**config.mk**
```make
export PLATFORM = sky130hd
export DESIGN_NAME = mem_space_decoder_flat
export DESIGN_NICKNAME = d
export VERILOG_FILES = /design/src/mem_map_pkg.sv /design/src/mem_map_if.sv /design/src/mem_space_decoder.sv /design/src/flat_wrapper.sv
export SDC_FILE = /design/constraint.sdc
export NUM_CORES = 1
export LEC_CHECK = 0
export BUFFER_PORTS_ARGS = -buffer_cell sky130_fd_sc_hd__buf_4
export CAP_MARGIN = 15
export CELL_PAD_IN_SITES_DETAIL_PLACEMENT = 1
export CELL_PAD_IN_SITES_GLOBAL_PLACEMENT = 2
export CORE_MARGIN = 1
export CORE_UTILIZATION = 25
export CTS_BUF_LIST = sky130_fd_sc_hd__clkbuf_2
export CTS_CLUSTER_DIAMETER = 50
export CTS_CLUSTER_SIZE = 20
export DETAILED_ROUTE_END_ITERATION = 10
export HOLD_SLACK_MARGIN = 0.05
export PLACE_DENSITY_LB_ADDON = 0.1
export SYNTH_ARGS = -nofsm -noshare
export SYNTH_HDL_FRONTEND = slang
export SYNTH_SLANG_ARGS = --single-unit
```
**constraint.sdc**
```tcl
create_clock -name mclk -period 2.1 [get_ports mclk]
set_input_delay 0.105 -clock mclk [delete_from_list [all_inputs] [get_ports mclk]]
set_output_delay 0.105 -clock mclk [all_outputs]
set_load 0.02 [all_outputs]
```
**src/mem_map_pkg.sv**
```systemverilog
// Package with the memory map constants shared by the core end and the decoder.
package mem_map_pkg;
	localparam int addr_w = 20;
	localparam logic [19:0] rom_low_end = 20'h0ccff;
	localparam logic [19:0] rom_hi_start = 20'h10000;
	localparam logic [19:0] rom_top = 20'h3ffff;
	localparam logic [19:0] base_end = 20'h0ffff;
	localparam logic [19:0] vector_end = 20'h0003f;
	localparam logic [19:0] table_start = 20'h00040;
	localparam logic [19:0] table_end = 20'h0007f;
	localparam int table_entries = 32;
	localparam logic [19:0] fixed_area_call_op_start = 20'h00800;
	localparam logic [19:0] fixed_area_call_op_end = 20'h00fff;
	localparam logic [19:0] high_offset = 20'hf0000;
	localparam logic [15:0] peripheral_ram_start = 16'hcd00;
	localparam logic [15:0] fast_internal_ram_start = 16'hfd00;
	localparam logic [15:0] fast_internal_ram_end = 16'hfeff;
	localparam logic [15:0] short_start = 16'hfd20;
	localparam logic [15:0] gpr_start = 16'hfe80;
	localparam logic [15:0] msc_start = 16'hfe06;
	localparam logic [15:0] msc_end = 16'hfe3b;
	localparam logic [15:0] sfr_start = 16'hff00;
	localparam logic [15:0] xsfr_start = 16'hffd0;
	localparam logic [15:0] xsfr_end = 16'hffdf;
	localparam logic [15:0] vec_break = 16'h003e;
	localparam logic [15:0] vec_trap = 16'h003c;
	localparam logic [15:0] vec_nmi = 16'h0002;
	localparam logic [15:0] vec_wdt = 16'h0004;
	localparam logic fast_fetch_reset = 1'b0;
	localparam logic placed_reset = 1'b0;
	typedef enum logic [2:0] {
		tgt_none = 3'b000,
		tgt_rom = 3'b001,
		tgt_peripheral_ram = 3'b010,
		tgt_fast_internal_ram = 3'b011,
		tgt_sfr = 3'b100,
		tgt_xsfr = 3'b101,
		tgt_ext = 3'b110
	} target_t;
	typedef enum logic [1:0] {
		spd_slow = 2'b00,
		spd_fast = 2'b01,
		spd_bad = 2'b10
	} speed_t;
endpackage

```
**src/mem_map_if.sv**
```systemverilog
// Interface joining the core's access port and the memory space decoder.
interface mem_map_if;
	import mem_map_pkg::*;
	logic req;
	logic fetch;
	logic [19:0] addr;
	logic place_data_low;
	logic place_data_high;
	logic ack;
	target_t target;
	speed_t speed;
	logic fault;
	logic placed_high;
	logic placed;
	modport core (output req, fetch, addr, place_data_low, place_data_high,
		input ack, target, speed, fault, placed_high, placed);
	modport decoder (input req, fetch, addr, place_data_low, place_data_high,
		output ack, target, speed, fault, placed_high, placed);
endinterface

```
**src/mem_space_decoder.sv**
```systemverilog
// Memory space decoder: maps core addresses to internal ROM, RAM, register area or external.
module mem_space_decoder
(
	mem_map_if.decoder bus,
	input wire logic mclk,
	input wire logic reset,
	input wire logic fast_fetch_enable,
	input wire logic expansion_mode_control,
	input wire logic ext_wait_on_rom,
	output logic in_base,
	output logic in_vector,
	output logic in_table,
	output logic in_fixed_area_call_op,
	output logic in_short,
	output logic in_gpr,
	output logic in_msc,
	output logic is_fixed_vector,
	output logic lockup
);
	import mem_map_pkg::*;

	logic placed_reg;
	logic high_reg;
	logic fast_reg;
	logic lock_reg;
	logic in_data;
	logic in_bank;
	logic in_sfr_win;
	logic in_xsfr_win;
	logic in_short_win;
	logic in_gpr_win;
	logic in_msc_win;
	logic in_table_win;
	logic in_fixed_area_call_op_win;
	logic is_vec_slot;
	logic [15:0] low16;
	target_t tgt_next;
	speed_t spd_next;

	////////////////////////////////////////////////////////////////////////
	// Placement is taken from the first request only; later ones are ignored.
	always_ff @(posedge mclk)
	begin
		if (reset)
		begin
			placed_reg <= placed_reset;
			high_reg <= 1'b0;
		end
		else if (!placed_reg && (bus.place_data_low || bus.place_data_high))
		begin
			placed_reg <= 1'b1;
			high_reg <= bus.place_data_high && !bus.place_data_low;
		end
	end

	always_ff @(posedge mclk)
	begin
		if (reset)
			fast_reg <= fast_fetch_reset;
		else
			fast_reg <= fast_fetch_enable;
	end

	// Only reset leaves the lock, so a misprogrammed wait is a hard hang.
	always_ff @(posedge mclk)
	begin
		if (reset)
			lock_reg <= 1'b0;
		else if (bus.req && tgt_next == tgt_rom && ext_wait_on_rom)
			lock_reg <= 1'b1;
	end

	////////////////////////////////////////////////////////////////////////
	// Window decode: one flag per address range, all taken from the current address.
	// Before any placement the low map applies, so early vector reads still find ROM.
	always_comb
	begin
		low16 = bus.addr[15:0];
		in_bank = high_reg ? (bus.addr[19:16] == high_offset[19:16])
			: (bus.addr[19:16] == 4'h0);
		in_data = in_bank && (low16 >= peripheral_ram_start);
		in_sfr_win = low16 >= sfr_start;
		in_xsfr_win = low16 >= xsfr_start && low16 <= xsfr_end;
		in_short_win = in_data && low16 >= short_start && low16 <= fast_internal_ram_end;
		in_gpr_win = in_data && low16 >= gpr_start && low16 <= fast_internal_ram_end;
		in_msc_win = in_data && low16 >= msc_start && low16 <= msc_end;
		in_table_win = bus.addr >= table_start && bus.addr <= table_end;
		in_fixed_area_call_op_win = bus.addr >= fixed_area_call_op_start && bus.addr <= fixed_area_call_op_end;
		is_vec_slot = bus.addr[19:16] == 4'h0 && (low16 == vec_break
			|| low16 == vec_trap || low16 == vec_nmi || low16 == vec_wdt);
	end

	// Target and fetch speed; the data area is tested first so it wins overlaps.
	// A fetch into the fast RAM or register area is acknowledged with the fault flag set.
	always_comb
	begin
		tgt_next = tgt_ext;
		if (in_data)
		begin
			if (in_sfr_win)
				tgt_next = in_xsfr_win
					? (expansion_mode_control ? tgt_xsfr : tgt_none) : tgt_sfr;
			else if (low16 >= fast_internal_ram_start)
				tgt_next = tgt_fast_internal_ram;
			else
				tgt_next = tgt_peripheral_ram;
		end
		else if (bus.addr <= rom_top)
			tgt_next = tgt_rom;
		else if (!expansion_mode_control)
			tgt_next = tgt_none;
		spd_next = spd_slow;
		if (bus.fetch)
		begin
			case (tgt_next)
				tgt_rom: spd_next = fast_reg ? spd_fast : spd_slow;
				tgt_peripheral_ram: spd_next = spd_fast;
				tgt_fast_internal_ram, tgt_sfr, tgt_xsfr: spd_next = spd_bad;
				default: spd_next = spd_slow;
			endcase
		end
	end

	////////////////////////////////////////////////////////////////////////
	// The answer stands one cycle and follows the request every cycle while the lock is clear.
	always_ff @(posedge mclk)
	begin
		if (reset)
		begin
			bus.ack <= 1'b0;
			bus.target <= tgt_none;
			bus.speed <= spd_slow;
			bus.fault <= 1'b0;
		end
		else
		begin
			bus.ack <= bus.req && !lock_reg;
			bus.target <= tgt_next;
			bus.speed <= spd_next;
			bus.fault <= bus.req && (spd_next == spd_bad || tgt_next == tgt_none);
		end
	end

	// Address classes follow the address by one cycle, in step with the answer.
	always_ff @(posedge mclk)
	begin
		if (reset)
		begin
			in_base <= 1'b0;
			in_vector <= 1'b0;
			in_table <= 1'b0;
			in_fixed_area_call_op <= 1'b0;
			in_short <= 1'b0;
			in_gpr <= 1'b0;
			in_msc <= 1'b0;
			is_fixed_vector <= 1'b0;
		end
		else
		begin
			in_base <= bus.addr <= base_end;
			in_vector <= bus.addr <= vector_end;
			in_table <= in_table_win;
			in_fixed_area_call_op <= in_fixed_area_call_op_win;
			in_short <= in_short_win;
			in_gpr <= in_gpr_win;
			in_msc <= in_msc_win;
			is_fixed_vector <= is_vec_slot;
		end
	end

	always_ff @(posedge mclk)
	begin
		if (reset)
		begin
			bus.placed <= 1'b0;
			bus.placed_high <= 1'b0;
			lockup <= 1'b0;
		end
		else
		begin
			bus.placed <= placed_reg;
			bus.placed_high <= high_reg;
			lockup <= lock_reg;
		end
	end
endmodule

```
**src/flat_wrapper.sv**
```systemverilog
// flat-port wrapper written by rule: the top's interface ports become plain ports
module mem_space_decoder_flat import mem_map_pkg::*;
  (mclk, reset, fast_fetch_enable, expansion_mode_control, ext_wait_on_rom, in_base, in_vector, in_table, in_fixed_area_call_op, in_short, in_gpr, in_msc, is_fixed_vector, lockup, bus_req, bus_fetch, bus_addr, bus_place_data_low, bus_place_data_high, bus_ack, bus_target, bus_speed, bus_fault, bus_placed_high, bus_placed);
  mem_map_if bus_i ();
  input wire logic mclk;
  input wire logic reset;
  input wire logic fast_fetch_enable;
  input wire logic expansion_mode_control;
  input wire logic ext_wait_on_rom;
  output logic in_base;
  output logic in_vector;
  output logic in_table;
  output logic in_fixed_area_call_op;
  output logic in_short;
  output logic in_gpr;
  output logic in_msc;
  output logic is_fixed_vector;
  output logic lockup;
  input wire logic [$bits(bus_i.req)-1:0] bus_req;
  input wire logic [$bits(bus_i.fetch)-1:0] bus_fetch;
  input wire logic [$bits(bus_i.addr)-1:0] bus_addr;
  input wire logic [$bits(bus_i.place_data_low)-1:0] bus_place_data_low;
  input wire logic [$bits(bus_i.place_data_high)-1:0] bus_place_data_high;
  output wire logic [$bits(bus_i.ack)-1:0] bus_ack;
  output wire logic [$bits(bus_i.target)-1:0] bus_target;
  output wire logic [$bits(bus_i.speed)-1:0] bus_speed;
  output wire logic [$bits(bus_i.fault)-1:0] bus_fault;
  output wire logic [$bits(bus_i.placed_high)-1:0] bus_placed_high;
  output wire logic [$bits(bus_i.placed)-1:0] bus_placed;
  assign bus_i.req = bus_req;
  assign bus_i.fetch = bus_fetch;
  assign bus_i.addr = bus_addr;
  assign bus_i.place_data_low = bus_place_data_low;
  assign bus_i.place_data_high = bus_place_data_high;
  assign bus_ack = bus_i.ack;
  assign bus_target = bus_i.target;
  assign bus_speed = bus_i.speed;
  assign bus_fault = bus_i.fault;
  assign bus_placed_high = bus_i.placed_high;
  assign bus_placed = bus_i.placed;
  mem_space_decoder u_core (.bus(bus_i), .mclk(mclk), .reset(reset), .fast_fetch_enable(fast_fetch_enable), .expansion_mode_control(expansion_mode_control), .ext_wait_on_rom(ext_wait_on_rom), .in_base(in_base), .in_vector(in_vector), .in_table(in_table), .in_fixed_area_call_op(in_fixed_area_call_op), .in_short(in_short), .in_gpr(in_gpr), .in_msc(in_msc), .is_fixed_vector(is_fixed_vector), .lockup(lockup));
endmodule
```
==> impl_metrics.env <==
export IMPL_timing_critical_path_mode_cell="dlygate4sd3_1"
export IMPL_final_common_cell="buf_4"
export IMPL_finalNonFillerCells=216
export IMPL_die_area_sq_um=4020
export IMPL_synth_yosys_warnings=0
export IMPL_drive_above_1_share=0.353
export IMPL_asyncSetResetFlopFracSynth=0
export IMPL_largest_net_degree_at_the_start_of_global_routing=17
export IMPL_routed_wirelength_um=2700
export IMPL_syn_nets=133
export IMPL_grt_pass1_wl_um=4500
export IMPL_largestRegisters="u_core.bus.target (3), u_core.bus.speed (2)"
export IMPL_timing_worst_setup_path_type="in2reg"
export IMPL_max_slew_margin_rel=0.726
export IMPL_sequential_cell_area_sq_um=440
export IMPL_result_of_the_run="complete, no violations"
export IMPL_synthDominantAreaCellType="dfxtp_1"
export IMPL_path_category_of_the_worst_min_delay_check="in2reg"
export IMPL_setup_repair_after_global_routing_missed_its_margin="false"
export IMPL_synth_main_ff_cell="dfxtp_1"
export IMPL_critPathMaxStageDelay_ns=0.55
export IMPL_tns_ns=0
export IMPL_largest_register_ffs=3
export IMPL_critical_path_startpoint_type="primary input"
export IMPL_clockRootBuffer="clkbuf_2"
export IMPL_layout_common_cells="46 x buf_4, 22 x dfxtp_1, 18 x dlygate4sd3_1, 11 x nor2_1, 8 x a21oi_1"
export IMPL_max_slew_worst_pin_slew_ns=0.400
export IMPL_cts_reportedPaths_clkPinSlew_ns=0.21
export IMPL_final_stage_net_count=200
export IMPL_drt_first_iter_violations=14
export IMPL_cp_data_arrival_time_ns=2.30
export IMPL_leak_pwr_nw=0.671
export IMPL_h_tree_depth=1
export IMPL_netlist_cell_type_count=36
export IMPL_dp_final_hpwl_um=2050
export IMPL_vertical_die_dimension_um=63.4
export IMPL_wl_per_cell_um=12.5
export IMPL_timing_critical_path_required_ns=2.40
export IMPL_syn_cell_area_sq_um=942
export IMPL_via_count_of_the_first_global_routing_pass=1041
export IMPL_post_cts_setup_buffer_count=0
export IMPL_num_antenna_cells=0
export IMPL_grtUsageTotal=0.142
export IMPL_total_via_count_in_the_routed_design=1030
export IMPL_tritoncts_num_buffers=3
export IMPL_port_buffers=46
export IMPL_effective_utilization_at_floorplan=0.272
export IMPL_area_fraction_of_the_dominant_cell_type_after_synthesis=0.467
export IMPL_number_of_setup_violations_in_the_final_report=0
export IMPL_global_route_overflow_total=0
export IMPL_power_density_nw_per_um2=569
export IMPL_power_ir_vdd_worst_mv=0.216
export IMPL_edff_count_synth=0
export IMPL_chipWidth_um=63.4
export IMPL_dr_pass1_iters=4
export IMPL_cts_root_to_sink_buffers=2
export IMPL_synth_area_top_cells="dfxtp_1 47%, nor2_1 4.4%, a21oi_1 4.2%"
export IMPL_min_period_ns=2.00
export IMPL_route_antenna_remaining_nets=0
export IMPL_ys_ff_latch=22
export IMPL_setup_reg_to_reg_worst_slack_ns=0.48
export IMPL_synthesis_area_per_instance_sq_um=9.06
export IMPL_area_growth_syn_to_layout_pct=66.9
export IMPL_fmax_mhz=500
export IMPL_n_fill_cell=421
export IMPL_clk_insertion_delay_late_ns=0.35
export IMPL_gp_routability_congestion=0.758
export IMPL_netlist_instances=104
export IMPL_synth_seq_area_share=0.467
export IMPL_clkSinkCount=22
export IMPL_tritoncts="built"
export IMPL_core_area_sq_um=3470
export IMPL_crit_path_cell_trace="dlygate4sd3_1, buf_4, or4_4, nor3_2, nand3_1, nor3b_2, dlygate4sd3_1"
export IMPL_multi_input_area_sq_um=493
export IMPL_antenna_found_initial=0
export IMPL_core_rowCount=21
export IMPL_maximum_fanout_count_along_the_critical_path=3
export IMPL_number_of_remaining_drc_errors=0
export IMPL_post_route_period_util=0.952
export IMPL_slowest_stage="dlygate4sd3_1"
export IMPL_finalHoldViolations=0
export IMPL_regMostFlops="u_core.bus.target"
export IMPL_max_cap_violations=0
export IMPL_post_drt_via_cell_ratio=4.77
export IMPL_top_level_i_o_count=47
export IMPL_worst_setup_path_end_kind="flip-flop"
export IMPL_max_slew_vio_count=0
export IMPL_dp_cells=194
export IMPL_fin_skew_ns=0.0171
-- final timing paths --
| path | startpoint | end | cells after the start |
|---|---|---|---|
| worst max-delay path | bus_addr[16] | u_core.in_table | 7 |
| worst min-delay path | bus_addr[10] | u_core.in_vector | 4 |
| worst max register to register | u_core.high_reg | u_core.bus.fault | 5 |
| worst min register to register | u_core.lock_reg | u_core.bus.ack | 1 |
-- per-layer routing --
layer	wire length, um	GRT usage
met5	0	0
met2	1280	0.242
met1	1220	0.172
met4	42	0.0597
met3	162	0.0290
-- power by group --
group	switching, mW	internal (mW)	total (mW)
Clock	0.141	0.164	0.305
Sequential	0.00544	0.430	0.436
Combinational	0.0687	0.0849	0.154
-- cell families after synthesis --
| family | after synthesis | share of synthesized area |
|---|---|---|
| buffers and inverters | 5 | 0.0199 |
| AO/OA/AOI/OAI | 24 | 0.183 |
| flip-flops | 22 | 0.467 |
| AND/OR/NAND/NOR | 52 | 0.320 |
| XOR/XNOR | 1 | 0.00930 |
-- cell type report --
class,instances,area share
inverter,3,0.00716
clock buffer,3,0.00955
timing repair buffer,64,0.334
tap,46,0.0366
multi-input combinational,77,0.313
sequential,22,0.280
clock inverter,1,0.0191
-- worst max-delay path, delay by kind of cell --
family | cells | cell delay [ns]
buffers and inverters | 3 | 1.23
AND/OR/NAND/NOR | 4 | 0.97
-- Yosys cell counts (2+ instances only) --
library cell  instances
o211ai_1              2
nor2_1               11
a21oi_1               8
nor2b_1               4
or2_2                 2
nor3b_1               2
nand2b_1              3
nand4_1               3
dfxtp_1              22
nand3_1               4
and2_1                2
inv_1                 3
nand2_1               5
o31ai_1               2
o21ai_0               3
nor3_1                6
clkbuf_1              2
or4_4                 2
-- what timing repair did --
action | CTS | global route
hold endpoints to repair | 21 | 0
endpoints found under the setup margin | 0 | 1
hold buffers | 18 | 0
gates resized for setup | 0 | 2
-- stage by stage --
stage	instance area, sq um	hold WS [ns]	utilization	setup WS (ns)	total power [mW]
after global routing	1570	0.0851	0.453	0.0130	0.931
after detailed placement	1340	0.317	0.386	0.244	0.573
final	1570	0.0944	0.453	0.0999	0.894
after CTS	1560	0.0552	0.451	0.0146	0.901
after floorplan	942	0.181	-	0.464	0.495
after global placement	1340	0.299	0.386	0.280	0.569
Power figures use the tool's default switching activity.
